`src/hdl/uhr_cfg.svh`:
```
`ifndef UHR_CFG_SVH
`define UHR_CFG_SVH
// Contract
// Capability bit advertises one-way reconfiguration
// Transmit and receive triggers affect own direction
// Act only in initialized or activated state
// Other states discard trigger without error
// Selection code equal on all path lanes
// Signal integrity changes on any lane subset
// Lane allocation of path must stay unchanged; checked only for one-way triggers
// Network path applications are never eligible
// Parameters come from a chosen staged set
// Status shows executing, then success or failure
// Failed validation commits nothing anywhere
// Host waits for completion before transitions
// Separate transmit and receive active records
// Legacy active set always equals transmit
// Receive mirrors transmit until one-way apply
// Both-direction trigger reconfigures both at once
// Discarded trigger changes no status or record; the code still sets the discard bit in the interrupt status
`define UHR_OFF_CAPS 6'h00
`define UHR_OFF_TRIG 6'h04
`define UHR_OFF_STATUS 6'h08
`define UHR_OFF_INT_STAT 6'h0C
`define UHR_OFF_INT_CLR 6'h10
`define UHR_OFF_INT_EN 6'h14
`define UHR_OFF_STG_APP 6'h18
`define UHR_OFF_STG_LANE 6'h1C
`define UHR_OFF_TX_APP 6'h28
`define UHR_OFF_TX_LANE 6'h2C
`define UHR_OFF_RX_APP 6'h30
`define UHR_OFF_RX_LANE 6'h34
`define UHR_OFF_LEG_APP 6'h38
`define UHR_OFF_LEG_LANE 6'h3C
`define UHR_STG_STRIDE 6'h08
`define UHR_TRIG_BOTH 0
`define UHR_TRIG_TX 1
`define UHR_TRIG_RX 2
`define UHR_TRIG_SEL 4
`define UHR_ST_INIT 3'h3
`define UHR_ST_ACT 3'h5
`define UHR_CMD_IDLE 2'h0
`define UHR_CMD_BUSY 2'h1
`define UHR_CMD_OK 2'h2
`define UHR_CMD_FAIL 2'h3
`define UHR_EV_OK 0
`define UHR_EV_FAIL 1
`define UHR_EV_DISCARD 2
`define UHR_CMD_CYCLES 4
`endif

```
`src/hdl/uhr_pkg.sv`:
```
package uhr_pkg;
  typedef struct packed {
    logic np;
    logic [7:0] si;
    logic [7:0] lanes;
    logic [31:0] app;
  } uhr_cfg_type;
  typedef enum {uhr_idle, uhr_busy} uhr_fsm_type;
endpackage

```
`src/hdl/uhr_unidir_hot_reconfig.sv`:
```
`timescale 1ns/1ps
`include "uhr_cfg.svh"
module uhr_unidir_hot_reconfig #(
  parameter int CMD_CYCLES = `UHR_CMD_CYCLES,
  parameter int SETS = 2
) (
  input wire logic i_mclk,
  input wire logic i_reset_n,
  input wire logic [5:0] i_avs_address,
  input wire logic i_avs_read,
  input wire logic i_avs_write,
  input wire logic [31:0] i_avs_writedata,
  input wire logic [3:0] i_avs_byteenable,
  input wire logic [2:0] i_path_state,
  output logic [31:0] o_avs_readdata,
  output logic o_avs_waitrequest,
  output logic o_irq,
  output uhr_pkg::uhr_cfg_type o_tx_cfg,
  output uhr_pkg::uhr_cfg_type o_rx_cfg,
  output uhr_pkg::uhr_cfg_type o_legacy_cfg,
  output logic o_commit_tx,
  output logic o_commit_rx
);

  // ==========================================================
  // Elaboration checks
  if (CMD_CYCLES < 1 || CMD_CYCLES > 255) begin : g_chk_cyc
    $error("CMD_CYCLES out of range");
  end
  if (SETS < 1 || SETS > 2) begin : g_chk_sets
    $error("SETS must be 1 or 2");
  end

  localparam logic [7:0] CYC_LAST = 8'(CMD_CYCLES - 1);

  function automatic logic [31:0] uhr_merge(
    input logic [31:0] old_v,
    input logic [31:0] new_v,
    input logic [3:0] be
  );
    logic [31:0] r;
    r = old_v;
    for (int b = 0; b < 4; b++) begin
      if (be[b]) begin
        r[8*b +: 8] = new_v[8*b +: 8];
      end
    end
    return r;
  endfunction

  // ==========================================================
  // Bus slave
  logic wait_ff;
  logic [31:0] rdata_ff;
  logic [31:0] rd_mux;
  logic wr_ok;

  // Write takes effect at the edge where waitrequest is seen low
  assign wr_ok = i_avs_write && !wait_ff;

  always_ff @(posedge i_mclk or negedge i_reset_n) begin
    if (!i_reset_n) begin
      wait_ff <= 1'b1;
    end else begin
      wait_ff <= !((i_avs_read || i_avs_write) && wait_ff);
    end
  end

  always_ff @(posedge i_mclk or negedge i_reset_n) begin
    if (!i_reset_n) begin
      rdata_ff <= 32'h0;
    end else if (i_avs_read && wait_ff) begin
      rdata_ff <= rd_mux;
    end
  end

  assign o_avs_readdata = rdata_ff;
  assign o_avs_waitrequest = wait_ff;

  // ==========================================================
  // Registers
  uhr_pkg::uhr_cfg_type stg_ff [2];
  uhr_pkg::uhr_cfg_type tx_ff;
  uhr_pkg::uhr_cfg_type rx_ff;
  uhr_pkg::uhr_cfg_type pend_ff;
  uhr_pkg::uhr_fsm_type fsm_ff;
  logic [1:0] cmd_st_ff;
  logic split_ff;
  logic do_tx_ff;
  logic do_rx_ff;
  logic sel_ff;
  logic [7:0] cnt_ff;
  logic [2:0] int_stat_ff;
  logic [2:0] int_en_ff;
  logic [2:0] nxt_int_stat;
  logic [2:0] nxt_int_en;
  logic irq_ff;
  logic commit_tx_ff;
  logic commit_rx_ff;

  always_ff @(posedge i_mclk or negedge i_reset_n) begin
    if (!i_reset_n) begin
      stg_ff[0] <= '0;
      stg_ff[1] <= '0;
    end else begin
      for (int k = 0; k < 2; k++) begin
        if (wr_ok && i_avs_address == `UHR_OFF_STG_APP + 6'(k * 8)) begin
          stg_ff[k].app <= uhr_merge(stg_ff[k].app, i_avs_writedata, i_avs_byteenable);
        end
        if (wr_ok && i_avs_address == `UHR_OFF_STG_LANE + 6'(k * 8)) begin
          {stg_ff[k].np, stg_ff[k].si, stg_ff[k].lanes} <= 17'(uhr_merge(
            {15'h0, stg_ff[k].np, stg_ff[k].si, stg_ff[k].lanes},
            i_avs_writedata, i_avs_byteenable));
        end
      end
    end
  end

  always_ff @(posedge i_mclk or negedge i_reset_n) begin
    if (!i_reset_n) begin
      int_en_ff <= 3'h0;
    end else begin
      int_en_ff <= nxt_int_en;
    end
  end

  // The interrupt output uses the next enable so it follows an enable write without lag
  assign nxt_int_en = (wr_ok && i_avs_address == `UHR_OFF_INT_EN && i_avs_byteenable[0])
                      ? i_avs_writedata[2:0] : int_en_ff;

  // ==========================================================
  // Trigger decode
  logic trig_wr;
  logic trig_any;
  logic trig_both;
  logic steady;
  logic accept;
  logic discard;

  assign trig_wr = wr_ok && i_avs_address == `UHR_OFF_TRIG && i_avs_byteenable[0];
  assign trig_any = trig_wr && (i_avs_writedata[`UHR_TRIG_BOTH]
                    || i_avs_writedata[`UHR_TRIG_TX] || i_avs_writedata[`UHR_TRIG_RX]);
  assign trig_both = i_avs_writedata[`UHR_TRIG_BOTH]
                     || (i_avs_writedata[`UHR_TRIG_TX] && i_avs_writedata[`UHR_TRIG_RX]);
  assign steady = i_path_state == `UHR_ST_INIT || i_path_state == `UHR_ST_ACT;
  assign accept = trig_any && steady && fsm_ff == uhr_pkg::uhr_idle;
  assign discard = trig_any && !accept;

  // ==========================================================
  // Validation of the pending set
  logic [3:0] ref_code;
  logic [7:0] lane_bad;
  logic valid;

  always_comb begin
    ref_code = 4'h0;
    for (int i = 7; i >= 0; i--) begin
      if (pend_ff.lanes[i]) begin
        ref_code = pend_ff.app[4*i +: 4];
      end
    end
  end

  for (genvar i = 0; i < 8; i++) begin : g_lane
    assign lane_bad[i] = pend_ff.lanes[i] && pend_ff.app[4*i +: 4] != ref_code;
  end

  always_comb begin
    valid = 1'b1;
    if (pend_ff.lanes == 8'h0 || ref_code == 4'h0 || lane_bad != 8'h0) begin
      valid = 1'b0;
    end
    if (pend_ff.np) begin
      valid = 1'b0;
    end
    if ((pend_ff.si & ~pend_ff.lanes) != 8'h0) begin
      valid = 1'b0;
    end
    if (sel_ff && SETS < 2) begin
      valid = 1'b0;
    end
    if (!(do_tx_ff && do_rx_ff)) begin
      if (do_tx_ff && pend_ff.lanes != tx_ff.lanes) begin
        valid = 1'b0;
      end
      if (do_rx_ff && pend_ff.lanes != rx_ff.lanes) begin
        valid = 1'b0;
      end
    end
  end

  // ==========================================================
  // Command sequencer
  logic finish;

  assign finish = fsm_ff == uhr_pkg::uhr_busy && cnt_ff == 8'h0;

  always_ff @(posedge i_mclk or negedge i_reset_n) begin
    if (!i_reset_n) begin
      fsm_ff <= uhr_pkg::uhr_idle;
      cnt_ff <= 8'h0;
    end else begin
      case (fsm_ff)
        uhr_pkg::uhr_idle: begin
          if (accept) begin
            fsm_ff <= uhr_pkg::uhr_busy;
            cnt_ff <= CYC_LAST;
          end
        end
        uhr_pkg::uhr_busy: begin
          if (cnt_ff == 8'h0) begin
            fsm_ff <= uhr_pkg::uhr_idle;
          end else begin
            cnt_ff <= cnt_ff - 8'h1;
          end
        end
        default: begin
          fsm_ff <= uhr_pkg::uhr_idle;
        end
      endcase
    end
  end

  // The command is latched at acceptance so later staging writes cannot disturb it
  always_ff @(posedge i_mclk or negedge i_reset_n) begin
    if (!i_reset_n) begin
      do_tx_ff <= 1'b0;
      do_rx_ff <= 1'b0;
      sel_ff <= 1'b0;
      pend_ff <= '0;
    end else if (accept) begin
      sel_ff <= i_avs_writedata[`UHR_TRIG_SEL];
      pend_ff <= stg_ff[i_avs_writedata[`UHR_TRIG_SEL]];
      do_tx_ff <= trig_both || i_avs_writedata[`UHR_TRIG_TX];
      do_rx_ff <= trig_both || i_avs_writedata[`UHR_TRIG_RX];
    end
  end

  always_ff @(posedge i_mclk or negedge i_reset_n) begin
    if (!i_reset_n) begin
      cmd_st_ff <= `UHR_CMD_IDLE;
    end else if (accept) begin
      cmd_st_ff <= `UHR_CMD_BUSY;
    end else if (finish) begin
      cmd_st_ff <= valid ? `UHR_CMD_OK : `UHR_CMD_FAIL;
    end
  end

  // ==========================================================
  // Active records
  // Records change only when a validated command finishes
  always_ff @(posedge i_mclk or negedge i_reset_n) begin
    if (!i_reset_n) begin
      tx_ff <= '0;
    end else if (finish && valid && do_tx_ff) begin
      tx_ff <= pend_ff;
    end
  end

  always_ff @(posedge i_mclk or negedge i_reset_n) begin
    if (!i_reset_n) begin
      rx_ff <= '0;
    end else if (finish && valid && do_rx_ff) begin
      rx_ff <= pend_ff;
    end
  end

  // Set by a one-way commit, cleared when both directions are applied again
  always_ff @(posedge i_mclk or negedge i_reset_n) begin
    if (!i_reset_n) begin
      split_ff <= 1'b0;
    end else if (finish && valid) begin
      split_ff <= !(do_tx_ff && do_rx_ff);
    end
  end

  always_ff @(posedge i_mclk or negedge i_reset_n) begin
    if (!i_reset_n) begin
      commit_tx_ff <= 1'b0;
    end else begin
      commit_tx_ff <= finish && valid && do_tx_ff;
    end
  end

  always_ff @(posedge i_mclk or negedge i_reset_n) begin
    if (!i_reset_n) begin
      commit_rx_ff <= 1'b0;
    end else begin
      commit_rx_ff <= finish && valid && do_rx_ff;
    end
  end

  assign o_tx_cfg = tx_ff;
  assign o_rx_cfg = rx_ff;
  assign o_legacy_cfg = tx_ff;
  assign o_commit_tx = commit_tx_ff;
  assign o_commit_rx = commit_rx_ff;

  // ==========================================================
  // Interrupts
  logic [2:0] ev;
  logic [2:0] clr;

  always_comb begin
    ev = 3'h0;
    ev[`UHR_EV_OK] = finish && valid;
    ev[`UHR_EV_FAIL] = finish && !valid;
    ev[`UHR_EV_DISCARD] = discard;
  end

  assign clr = (wr_ok && i_avs_address == `UHR_OFF_INT_CLR && i_avs_byteenable[0])
               ? i_avs_writedata[2:0] : 3'h0;
  // A new event beats a clear in the same cycle
  assign nxt_int_stat = (int_stat_ff & ~clr) | ev;

  always_ff @(posedge i_mclk or negedge i_reset_n) begin
    if (!i_reset_n) begin
      int_stat_ff <= 3'h0;
      irq_ff <= 1'b0;
    end else begin
      int_stat_ff <= nxt_int_stat;
      irq_ff <= |(nxt_int_stat & nxt_int_en);
    end
  end

  assign o_irq = irq_ff;

  // ==========================================================
  // Read mux
  always_comb begin
    rd_mux = 32'h0;
    case (i_avs_address)
      `UHR_OFF_CAPS: begin
        rd_mux = {30'h0, SETS == 2, 1'b1};
      end
      `UHR_OFF_STATUS: begin
        rd_mux = {25'h0, i_path_state, 1'b0, split_ff, cmd_st_ff};
      end
      `UHR_OFF_INT_STAT: begin
        rd_mux = {29'h0, int_stat_ff};
      end
      `UHR_OFF_INT_EN: begin
        rd_mux = {29'h0, int_en_ff};
      end
      `UHR_OFF_STG_APP: begin
        rd_mux = stg_ff[0].app;
      end
      `UHR_OFF_STG_LANE: begin
        rd_mux = {15'h0, stg_ff[0].np, stg_ff[0].si, stg_ff[0].lanes};
      end
      `UHR_OFF_STG_APP + `UHR_STG_STRIDE: begin
        rd_mux = stg_ff[1].app;
      end
      `UHR_OFF_STG_LANE + `UHR_STG_STRIDE: begin
        rd_mux = {15'h0, stg_ff[1].np, stg_ff[1].si, stg_ff[1].lanes};
      end
      `UHR_OFF_TX_APP, `UHR_OFF_LEG_APP: begin
        rd_mux = tx_ff.app;
      end
      `UHR_OFF_TX_LANE, `UHR_OFF_LEG_LANE: begin
        rd_mux = {15'h0, tx_ff.np, tx_ff.si, tx_ff.lanes};
      end
      `UHR_OFF_RX_APP: begin
        rd_mux = rx_ff.app;
      end
      `UHR_OFF_RX_LANE: begin
        rd_mux = {15'h0, rx_ff.np, rx_ff.si, rx_ff.lanes};
      end
      default: begin
        rd_mux = 32'h0;
      end
    endcase
  end

endmodule

```
`config.mk`:
```
export PLATFORM = sky130hd
export DESIGN_NAME = uhr_unidir_hot_reconfig
export DESIGN_NICKNAME = d
export VERILOG_FILES = /design/src/hdl/uhr_pkg.sv /design/src/hdl/uhr_unidir_hot_reconfig.sv
export VERILOG_INCLUDE_DIRS = /design/src /design/src/hdl
export SDC_FILE = /design/constraint.sdc
export NUM_CORES = 1
export LEC_CHECK = 0
export BUFFER_PORTS_ARGS = -buffer_cell sky130_fd_sc_hd__buf_2
export CORE_MARGIN = 2
export CORE_UTILIZATION = 57
export CTS_BUF_LIST = sky130_fd_sc_hd__clkbuf_16
export DETAILED_ROUTE_END_ITERATION = 16
export HOLD_SLACK_MARGIN = 0.05
export MAX_ROUTING_LAYER = met4
export PLACE_DENSITY = 0.91
export REMOVE_ABC_BUFFERS = 1
export SYNTH_ARGS = -nofsm -noshare
export SYNTH_HDL_FRONTEND = slang
export SYNTH_SLANG_ARGS = --single-unit
```
`constraint.sdc`:
```
create_clock -name i_mclk -period 4.3 [get_ports i_mclk]
set_clock_uncertainty 0.15 [all_clocks]
set_input_delay 0.43 -clock i_mclk [delete_from_list [all_inputs] [get_ports i_mclk]]
set_output_delay 0.43 -clock i_mclk [all_outputs]
set_load 0.01 [all_outputs]
```
Word-level counts from Yosys, hierarchy flattened. Cells that the tools add are included.

Register bits: 332. Word-level logic and storage cells: 186.

$add $sub $neg: 1. Order comparisons: 1. Equal/unequal tests: 32. Multiplexer cells: 29. Bitwise logic cells: 7. Reductions and logical operators: 77.

Operators by type and width (number): 32-bit case mux with 12 select lines (1); 49-bit two-way mux (3); 32-bit logical NOT (2); 32-bit two-way mux (2); 32-bit case mux with 2 select lines (1); 6-bit == test, second input constant (8); 1-bit logical AND (34); 32-bit by 1-bit == test with 1-bit output, second input constant (1); 32-bit by 2-bit == test with 1-bit output, second input constant (1); 4-bit two-way mux (8); 4-bit inequality test (8); 2-bit AND reduction (15); 6-bit by 5-bit == test with 1-bit output, second input constant (4); 8-bit logical NOT (2); 8-bit two-way mux (2); 8-bit inequality test (2); 8-bit case mux with 2 select lines (1); 8-bit nonzero test (2); 6-bit by 4-bit == test with 1-bit output, second input constant (2); 1-bit logical OR (9); 8-bit AND (1); 8-bit inverter (1); 8-bit by 1-bit subtractor with 8-bit output, second input constant (1); 1-bit two-way mux (7); 18 further kinds (29).

Logic depth before layout (Yosys ltp). Gate-level depths: netlist of run 1.

Depth in word-level cells: 23. Mapped depth: 14. Mapped depth without buffers: 10.

Worst setup path before layout of run 1. OpenSTA, ideal clock, no wires.

Kind: reg-to-reg. From: register pend_ff[38] (netlist name). To: register tx_ff, in the netlist o_legacy_cfg[37]. Library setup time: 0.128 ns. Arrival time: 3.332 ns. Required time: 4.022 ns. Slack: 0.690 ns. Cell stages (with the launch flop): 13. Path buffers: 4. Clock period less this slack: 3.610 ns. Cell sequence: dfrtp_1 buf_2 nand3b_1 a221oi_1 o221ai_4 xnor2_1 o31a_1 or4b_1 buf_2 nor4_4 buf_6 buf_8 mux2_1.

Longest elaborated chain between the ends: 19.

RTL lines: start: declaration (RTL line uhr_unidir_hot_reconfig.sv:85) `uhr_pkg::uhr_cfg_type pend_ff;`; start signal: assignment (RTL line uhr_unidir_hot_reconfig.sv:233) `` pend_ff <= stg_ff[i_avs_writedata[`UHR_TRIG_SEL]]; ``; 4-bit two-way mux (7 in series) (RTL line uhr_unidir_hot_reconfig.sv:158) `if (pend_ff.lanes[i]) begin`; 4-bit inequality test (RTL line uhr_unidir_hot_reconfig.sv:165) `assign lane_bad[i] = pend_ff.lanes[i] && pend_ff.app[4*i +: 4] != ref_code;`; 1-bit logical AND (RTL line uhr_unidir_hot_reconfig.sv:165); 8-bit nonzero test (RTL line uhr_unidir_hot_reconfig.sv:170) `if (pend_ff.lanes == 8'h0 || ref_code == 4'h0 || lane_bad != 8'h0) begin`; 1-bit logical OR (RTL line uhr_unidir_hot_reconfig.sv:170); 1-bit two-way mux (RTL line uhr_unidir_hot_reconfig.sv:170); 1-bit two-way mux (RTL line uhr_unidir_hot_reconfig.sv:173) `if (pend_ff.np) begin`; 1-bit two-way mux (RTL line uhr_unidir_hot_reconfig.sv:176) `if ((pend_ff.si & ~pend_ff.lanes) != 8'h0) begin`; 1-bit two-way mux (RTL line uhr_unidir_hot_reconfig.sv:183) `if (do_tx_ff && pend_ff.lanes != tx_ff.lanes) begin`; 1-bit two-way mux (RTL line uhr_unidir_hot_reconfig.sv:186) `if (do_rx_ff && pend_ff.lanes != rx_ff.lanes) begin`; 1-bit two-way mux (*) (RTL line uhr_unidir_hot_reconfig.sv:182) `if (!(do_tx_ff && do_rx_ff)) begin`; 1-bit logical AND (*) (2 in series) (RTL line uhr_unidir_hot_reconfig.sv:255) `end else if (finish && valid && do_tx_ff) begin`; end signal: assignment (RTL line uhr_unidir_hot_reconfig.sv:256) `tx_ff <= pend_ff;`; end: declaration (RTL line uhr_unidir_hot_reconfig.sv:83) `uhr_pkg::uhr_cfg_type tx_ff;`.

Every way passes the cells marked *; elsewhere a longest branch is shown, timed or not. A chain may end at the register's enable or synchronous reset.

Final worst setup path of run 1.
From: register pend_ff[35] (netlist name). To: register tx_ff, in the netlist o_legacy_cfg[41].

Longest elaborated chain between the ends: 16.

RTL lines (RTL line): 4-bit two-way mux (4 in series) (uhr_unidir_hot_reconfig.sv:158); 4-bit inequality test (uhr_unidir_hot_reconfig.sv:165); 1-bit logical AND (uhr_unidir_hot_reconfig.sv:165); 8-bit nonzero test (uhr_unidir_hot_reconfig.sv:170); 1-bit logical OR (uhr_unidir_hot_reconfig.sv:170); 1-bit two-way mux (uhr_unidir_hot_reconfig.sv:170); 1-bit two-way mux (uhr_unidir_hot_reconfig.sv:173); 1-bit two-way mux (uhr_unidir_hot_reconfig.sv:176); 1-bit two-way mux (uhr_unidir_hot_reconfig.sv:183); 1-bit two-way mux (uhr_unidir_hot_reconfig.sv:186); 1-bit two-way mux (*) (uhr_unidir_hot_reconfig.sv:182); 1-bit logical AND (*) (2 in series) (uhr_unidir_hot_reconfig.sv:255).

Marks and branches as above.

==> flow_summary.ini, run 1 <==
[critical_path]
critPathMaxFanout = 21
cp_slowest_cell = o41ai_1
path_common_cell = buf_4
worst_path_dominant_cell_family = compound AO/OA/AOI/OAI gates
path_buf_inv = 3
cp.required_ns = 4.56
critPathMaxStageDelay_ns = 0.52
worstSetupStartpointType = register
worst-setup-path-type = register to register
reg2reg_slack_ns = 0.18
crit_path_cell_trace = buf_4, nor3b_1, o31ai_1, o211ai_2, xnor2_1, o41ai_1, nand4b_1, buf_4, nor4_4, buf_6, mux2_1
endpoint_kind = register
arrival_ns = 4.38

[timing]
slew_viol_final = 0
min_period_over_period_pct = 95.87
min_period_ns = 4.122
finalWorstSetupSlack_ns = 0.1776
hold_viol_final = 0
worst_pin_slew_ns = 1.117
relSlewSlack_pct = 25.27
rsz0062_at_grt = no
final-setup-viol-count = 0
fmax_mhz = 242.6

[placement]
io_buffers = 231
place_congestion = 0.9839
dp_hpwl_um = 28140
placed_area_um2 = 15690
place_ws_ns = 0.2054

[synthesis]
yosysTopAreaCell = dfrtp_1
synthCells = 1240
netlist_top_cells_count = 300 x dfrtp_1, 173 x mux2_2, 97 x nand2_1
avgSynthCellArea_um2 = 11.70
synthTopCellsByArea = dfrtp_1 52%, mux2_2 13%, mux2i_1 3.5%
synth_ff_type = dfrtp_1
ys_ff_latch = 301
synthMostInstantiatedCell = dfrtp_1
yosysSeqAreaShare_pct = 51.94
synth_cell_types = 71
yosysWarnings = 0
synth.cell_area_um2 = 14510
netlist.area_leader.share_pct = 51.76
synth_edf_count = 0
synth_async_sr_flop_share_pct = 100.0

[clocking]
cts_root_buffer = clkbuf_16
clockBufferDepth = 3
cts_htree_levels = 1
cts_buffers = 29
worst_skew_pair.late_latency_ns = 0.55
cts_tree = built
clk_pin_slew_ns = 0.07
clkSinkCount = 301

[grt]
antenna_found_initial = 0
grt_use_total_pct = 31.84
grt_max_degree = 111
first_global_vias = 11480
grt_pass1_wl_um = 64340
grt-ovfl-total = 0

[floorplanning]
rows = 58
fp.dieW_um = 163.5
io_pins = 232
coreArea_um2 = 25110
die-area_um2 = 26740
floorplan.initialDensity_pct = 57.77
die_h_um = 163.5

[routing]
drc = 0
ant_nets = 0
vias = 11480
drt-vias-per-instance = 6.402
wire_per_inst_um = 23.40
wirelength_um = 41960
dr.pass1.iters = 8
drt_iter0_markers = 1376

[pwr]
power_frac_comb_pct = 7.8
vdd_drop_max_mv = 0.2561
power_density_nw_per_um2 = 348.6
power_frac_clock_pct = 40.4
p_int_mw = 4.432
p_seq_share_pct = 51.7
p_sw_mw = 1.450
cellLeakagePower_nw = 8.475
swShare_pct = 24.65
finalPower_mw = 5.882

[final_layout]
diodes = 0
syn_to_final_growth_pct = 16.31
layout-drive-gt1-share_pct = 34.18
fin_nets = 1492
post-route-util_pct = 67.19
final_area_um2 = 16870

[hold_path]
hp-class = primary input to register

[run]
drv_cap = 0

[status]
status = finished clean
[through the flow]
stage	hold WS (ns)	TNS, ns	instances
2_1_floorplan	-0.01559	-58.72	1113
3_3_place_gp	0.3159	0	1709
3_5_place_dp	0.3213	0	1709
4_1_cts	0.08958	0	1793
5_1_grt	0.1187	0	1793
6_report	0.1038	0	1793
[path summary, 6_finish.rpt]
| kind | startpoint | endpoint | depth (start not counted) |
|---|---|---|---|
| setup / recovery | pend_ff[35] | o_legacy_cfg[41] | 11 |
| hold / removal | i_avs_byteenable[2] | stg_ff[97] | 3 |
| setup reg to reg | pend_ff[35] | o_legacy_cfg[41] | 11 |
| hold reg to reg | cnt_ff[0] | cnt_ff[0] | 1 |
| max in group asynchronous | i_reset_n | o_rx_cfg[9] | 3 |
| min in group asynchronous | i_reset_n | o_avs_readdata[30] | 2 |
[placed cells by master, fill, tap and decap left out, types with 5 or more instances in the layout]
cell,n
o21ai_0,62
nand2b_1,11
o41ai_1,5
nand2_1,96
xnor2_1,18
nand3_1,14
and3_1,11
dfrtp_1,300
and2_1,8
nor2_1,63
xor2_1,23
a22o_1,17
a21oi_1,23
clkinv_2,6
a222oi_1,20
dlygate4sd3_1,31
nor4_1,6
mux2_2,173
clkbuf_16,29
a221oi_1,25
nor3_1,12
mux2i_1,51
buf_4,29
buf_2,230
a22oi_1,20
a41oi_1,8
a211oi_1,5
a31oi_1,25
inv_1,21
nand3b_1,5
clkinv_1,5
mux2_1,27
nor2b_1,8
buf_12,5
[sequential cells by signal, summed over array words and instances (netlist names)]
name,flops
stg_ff,98
o_legacy_cfg,49
o_rx_cfg,49
pend_ff,49
o_avs_readdata,32
cnt_ff,8
int_en_ff,3
int_stat_ff,3
cmd_st_ff,2
do_rx_ff,1
do_tx_ff,1
fsm_ff,1
o_avs_waitrequest,1
o_commit_rx,1
o_commit_tx,1
o_irq,1
split_ff,1
[power groups by stage]
| stage | Sequential (mW) | Combinational [mW] | Clock [mW] |
|---|---|---|---|
| 2_1_floorplan | 3.10 | 0.180 | 0 |
| 3_3_place_gp | 3.08 | 0.416 | 0 |
| 3_5_place_dp | 3.09 | 0.431 | 0 |
| 4_1_cts | 3.04 | 0.458 | 2.38 |
| 5_1_grt | 3.05 | 0.505 | 2.51 |
| 6_report | 3.04 | 0.461 | 2.38 |
[worst min-delay path, cell delays in order]
cell     delay (ns)
buf_2          0.12
nand3_1        0.07
mux2_2         0.14
[timing repair]
item,4_1_cts,5_1_grt
buffers inserted,0,0
endpoints found under the setup margin,0,17
resized for setup,0,1
hold endpoints to repair,183,0
hold buffers,31,0
[cells by family (layout without fill, tap and decap cells)]
| kind of cell | count (synthesis) | count (layout) | synth area share, % |
|---|---|---|---|
| xor+xnor | 41 | 41 | 2.476 |
| fa+ha+maj | 2 | 2 | 0.1725 |
| mux | 251 | 251 | 19.05 |
| simple gates | 255 | 255 | 8.316 |
| compound gates | 248 | 248 | 12.61 |
| buf+inv | 142 | 365 | 5.443 |
| flops | 301 | 301 | 51.94 |
[metal layers]
metal  wire length [um]  vias up  GRT usage, %  share of wire, %
li1                   -     4895             -                 -
met1              16600     5722         40.82                40
met2              20350      742         51.90                49
met3               3737      120         5.637               8.9
met4               1264        0         10.21               3.0
met5                  0        -             -                 0
[cell type report]
type                    count  area [um^2]
fillers                  1841         8238
flip-flops and latches    301         7533
inverters                  15        56.30
well taps                 330        412.9
multi-input cells         797         6193
clock buffers              29        725.7
clock inverters            24        143.9
repair buffers            297         1805
(Power assumes the default switching activity.)
==> inputs of run 2 (changes only) <==
--- a/config.mk
+++ b/config.mk
@@ -13,7 +13,7 @@
 export DETAILED_ROUTE_END_ITERATION = 16
 export HOLD_SLACK_MARGIN = 0.05
 export MAX_ROUTING_LAYER = met4
-export PLACE_DENSITY = 0.91
+export PLACE_DENSITY = 0.81
 export REMOVE_ABC_BUFFERS = 1
 export SYNTH_ARGS = -nofsm -noshare
 export SYNTH_HDL_FRONTEND = slang
==> flow_summary.ini, run 2 (synthesis gave the netlist of run 1 again) <==
[grt]
grt_pass1_wl_um = 64740
first_global_vias = 11240
antenna_found_initial = 0
grt_use_total_pct = 32.35
grt-ovfl-total = 0
grt_max_degree = 121

[routing]
wirelength_um = 41800
drt-vias-per-instance = 6.290
vias = 11370
dr.pass1.iters = 7
wire_per_inst_um = 23.12
drt_iter0_markers = 1351
drc = 0
ant_nets = 0

[final_layout]
fin_nets = 1507
largest-register = stg_ff
post-route-util_pct = 67.89
finalNonFillerCells = 1808
largest_reg_flops = 98
final_area_um2 = 17050
final_common_cell = dfrtp_1
nFillCells = 1845
syn_to_final_growth_pct = 17.53
layout-drive-gt1-share_pct = 34.98
final_cell_mix = 299 x dfrtp_1, 230 x buf_2, 173 x mux2_2, 96 x nand2_1, 63 x nor2_1
diodes = 0

[timing]
hold-worst-slack_ns = 0.08404
hold_viol_final = 0
final-setup-viol-count = 0
min_period_ns = 4.067
worst_pin_slew_ns = 1.183
finalWorstSetupSlack_ns = 0.2333
relSlewSlack_pct = 20.87
fmax_mhz = 245.9
min_period_over_period_pct = 94.57
slew_viol_final = 0
fin_tns_setup_ns = 0
rsz0062_at_grt = no

[placement]
place_congestion = 0.9991
placed_area_um2 = 15770
io_buffers = 231
place_ws_ns = 0.2460
dp_hpwl_um = 28520
placedCellCount = 1722

[floorplanning]
io_pins = 232
die-area_um2 = 26740
die_h_um = 163.5
rows = 58
fp.dieW_um = 163.5
floorplan.initialDensity_pct = 57.77
coreArea_um2 = 25110

[status]
status = finished clean

[pwr]
vdd_drop_max_mv = 0.3218
cellLeakagePower_nw = 8.592
finalPower_mw = 6.080
power_density_nw_per_um2 = 356.7

[critical_path]
critPathMaxStageDelay_ns = 0.72
worst-setup-path-type = register to register
arrival_ns = 4.34
worstSetupStartpointType = register
critPathMaxFanout = 26
endpoint_kind = register
cp_slowest_cell = or4b_1
crit_path_cell_trace = buf_4, a21oi_1, nand3_1, o211ai_2, xor2_1, o221ai_1, or4b_1, nor4_4, buf_12, mux2_2
cp.required_ns = 4.57

[clocking]
worst_skew_pair.late_latency_ns = 0.55
clockBufferDepth = 3
cts_root_buffer = clkbuf_16
cts_tree = built
cts_buffers = 31
cts_htree_levels = 1
clk_pin_slew_ns = 0.06
clkSinkCount = 301

[run]
drv_cap = 0

[hold_path]
hp-class = primary input to register
==> run 2: cell count changes in the layout (fill, tap and decap cells not counted) <==
cell	before	now
buf_12	5	4
buf_4	29	44
buf_6	1	0
bufinv_16	1	3
clkbuf_16	29	31
clkinv_2	6	8
clkinvlp_4	4	1
dfrtp_1	300	299
dfrtp_2	0	1
inv_1	21	20
==> run 2: path summary, 6_finish.rpt <==
kind                                          from          endpoint  slack [ns]  depth (start not counted)
worst max register to register         pend_ff[33]  o_legacy_cfg[27]        0.23                         10
worst min-delay path            i_avs_writedata[1]         stg_ff[1]        0.08                          2
max in group asynchronous                i_reset_n       pend_ff[34]        2.49                          3
worst max-delay path                   pend_ff[33]  o_legacy_cfg[27]        0.23                         10
min in group asynchronous                i_reset_n        stg_ff[79]        0.43                          2
worst min register to register           cnt_ff[0]         cnt_ff[0]        0.35                          1
==> run 2: cell type report <==
| type | count | area [um^2] | share of cell area, % |
|---|---|---|---|
| sequential | 301 | 7535 | 44.20 |
| multi-input combinational | 797 | 6193 | 36.33 |
| timing repair buffer | 310 | 1887 | 11.07 |
| clock buffer | 31 | 775.7 | 4.550 |
| tap | 330 | 412.9 | 2.422 |
| clock inverter | 24 | 187.7 | 1.101 |
| inverter | 15 | 56.30 | 0.3303 |
==> run 2: worst max-delay path, delay by kind of cell, from the launching register on <==
kind / cells / cell delay (ns)
simple gates: 3 / 1.29
compound gates: 3 / 0.88
flops: 1 / 0.53
buf+inv: 2 / 0.49
mux: 1 / 0.37
xor+xnor: 1 / 0.20
==> run 2: repair_timing <==
action                                  in CTS  in global routing
endpoints found under the hold margin      198                  0
buffers inserted                             0                  0
hold buffers                                31                  0
resized for setup                            0                  1
endpoints found under the setup margin       0                 11
==> run 2: power by group <==
group | switching (mW) | internal [mW]
registers | 0.0887 | 2.95
clock network | 1.10 | 1.48
logic | 0.259 | 0.196
==> run 2: routing by layer <==
metal  vias up  part of all wire [%]  global-route usage [%]
met1      5770                    42                   44.30
met4         0                   2.8                   10.09
met3        97                   7.7                   3.885
met2       590                    48                   51.05
li1       4915                     -                       -
met5         -                     0                       -
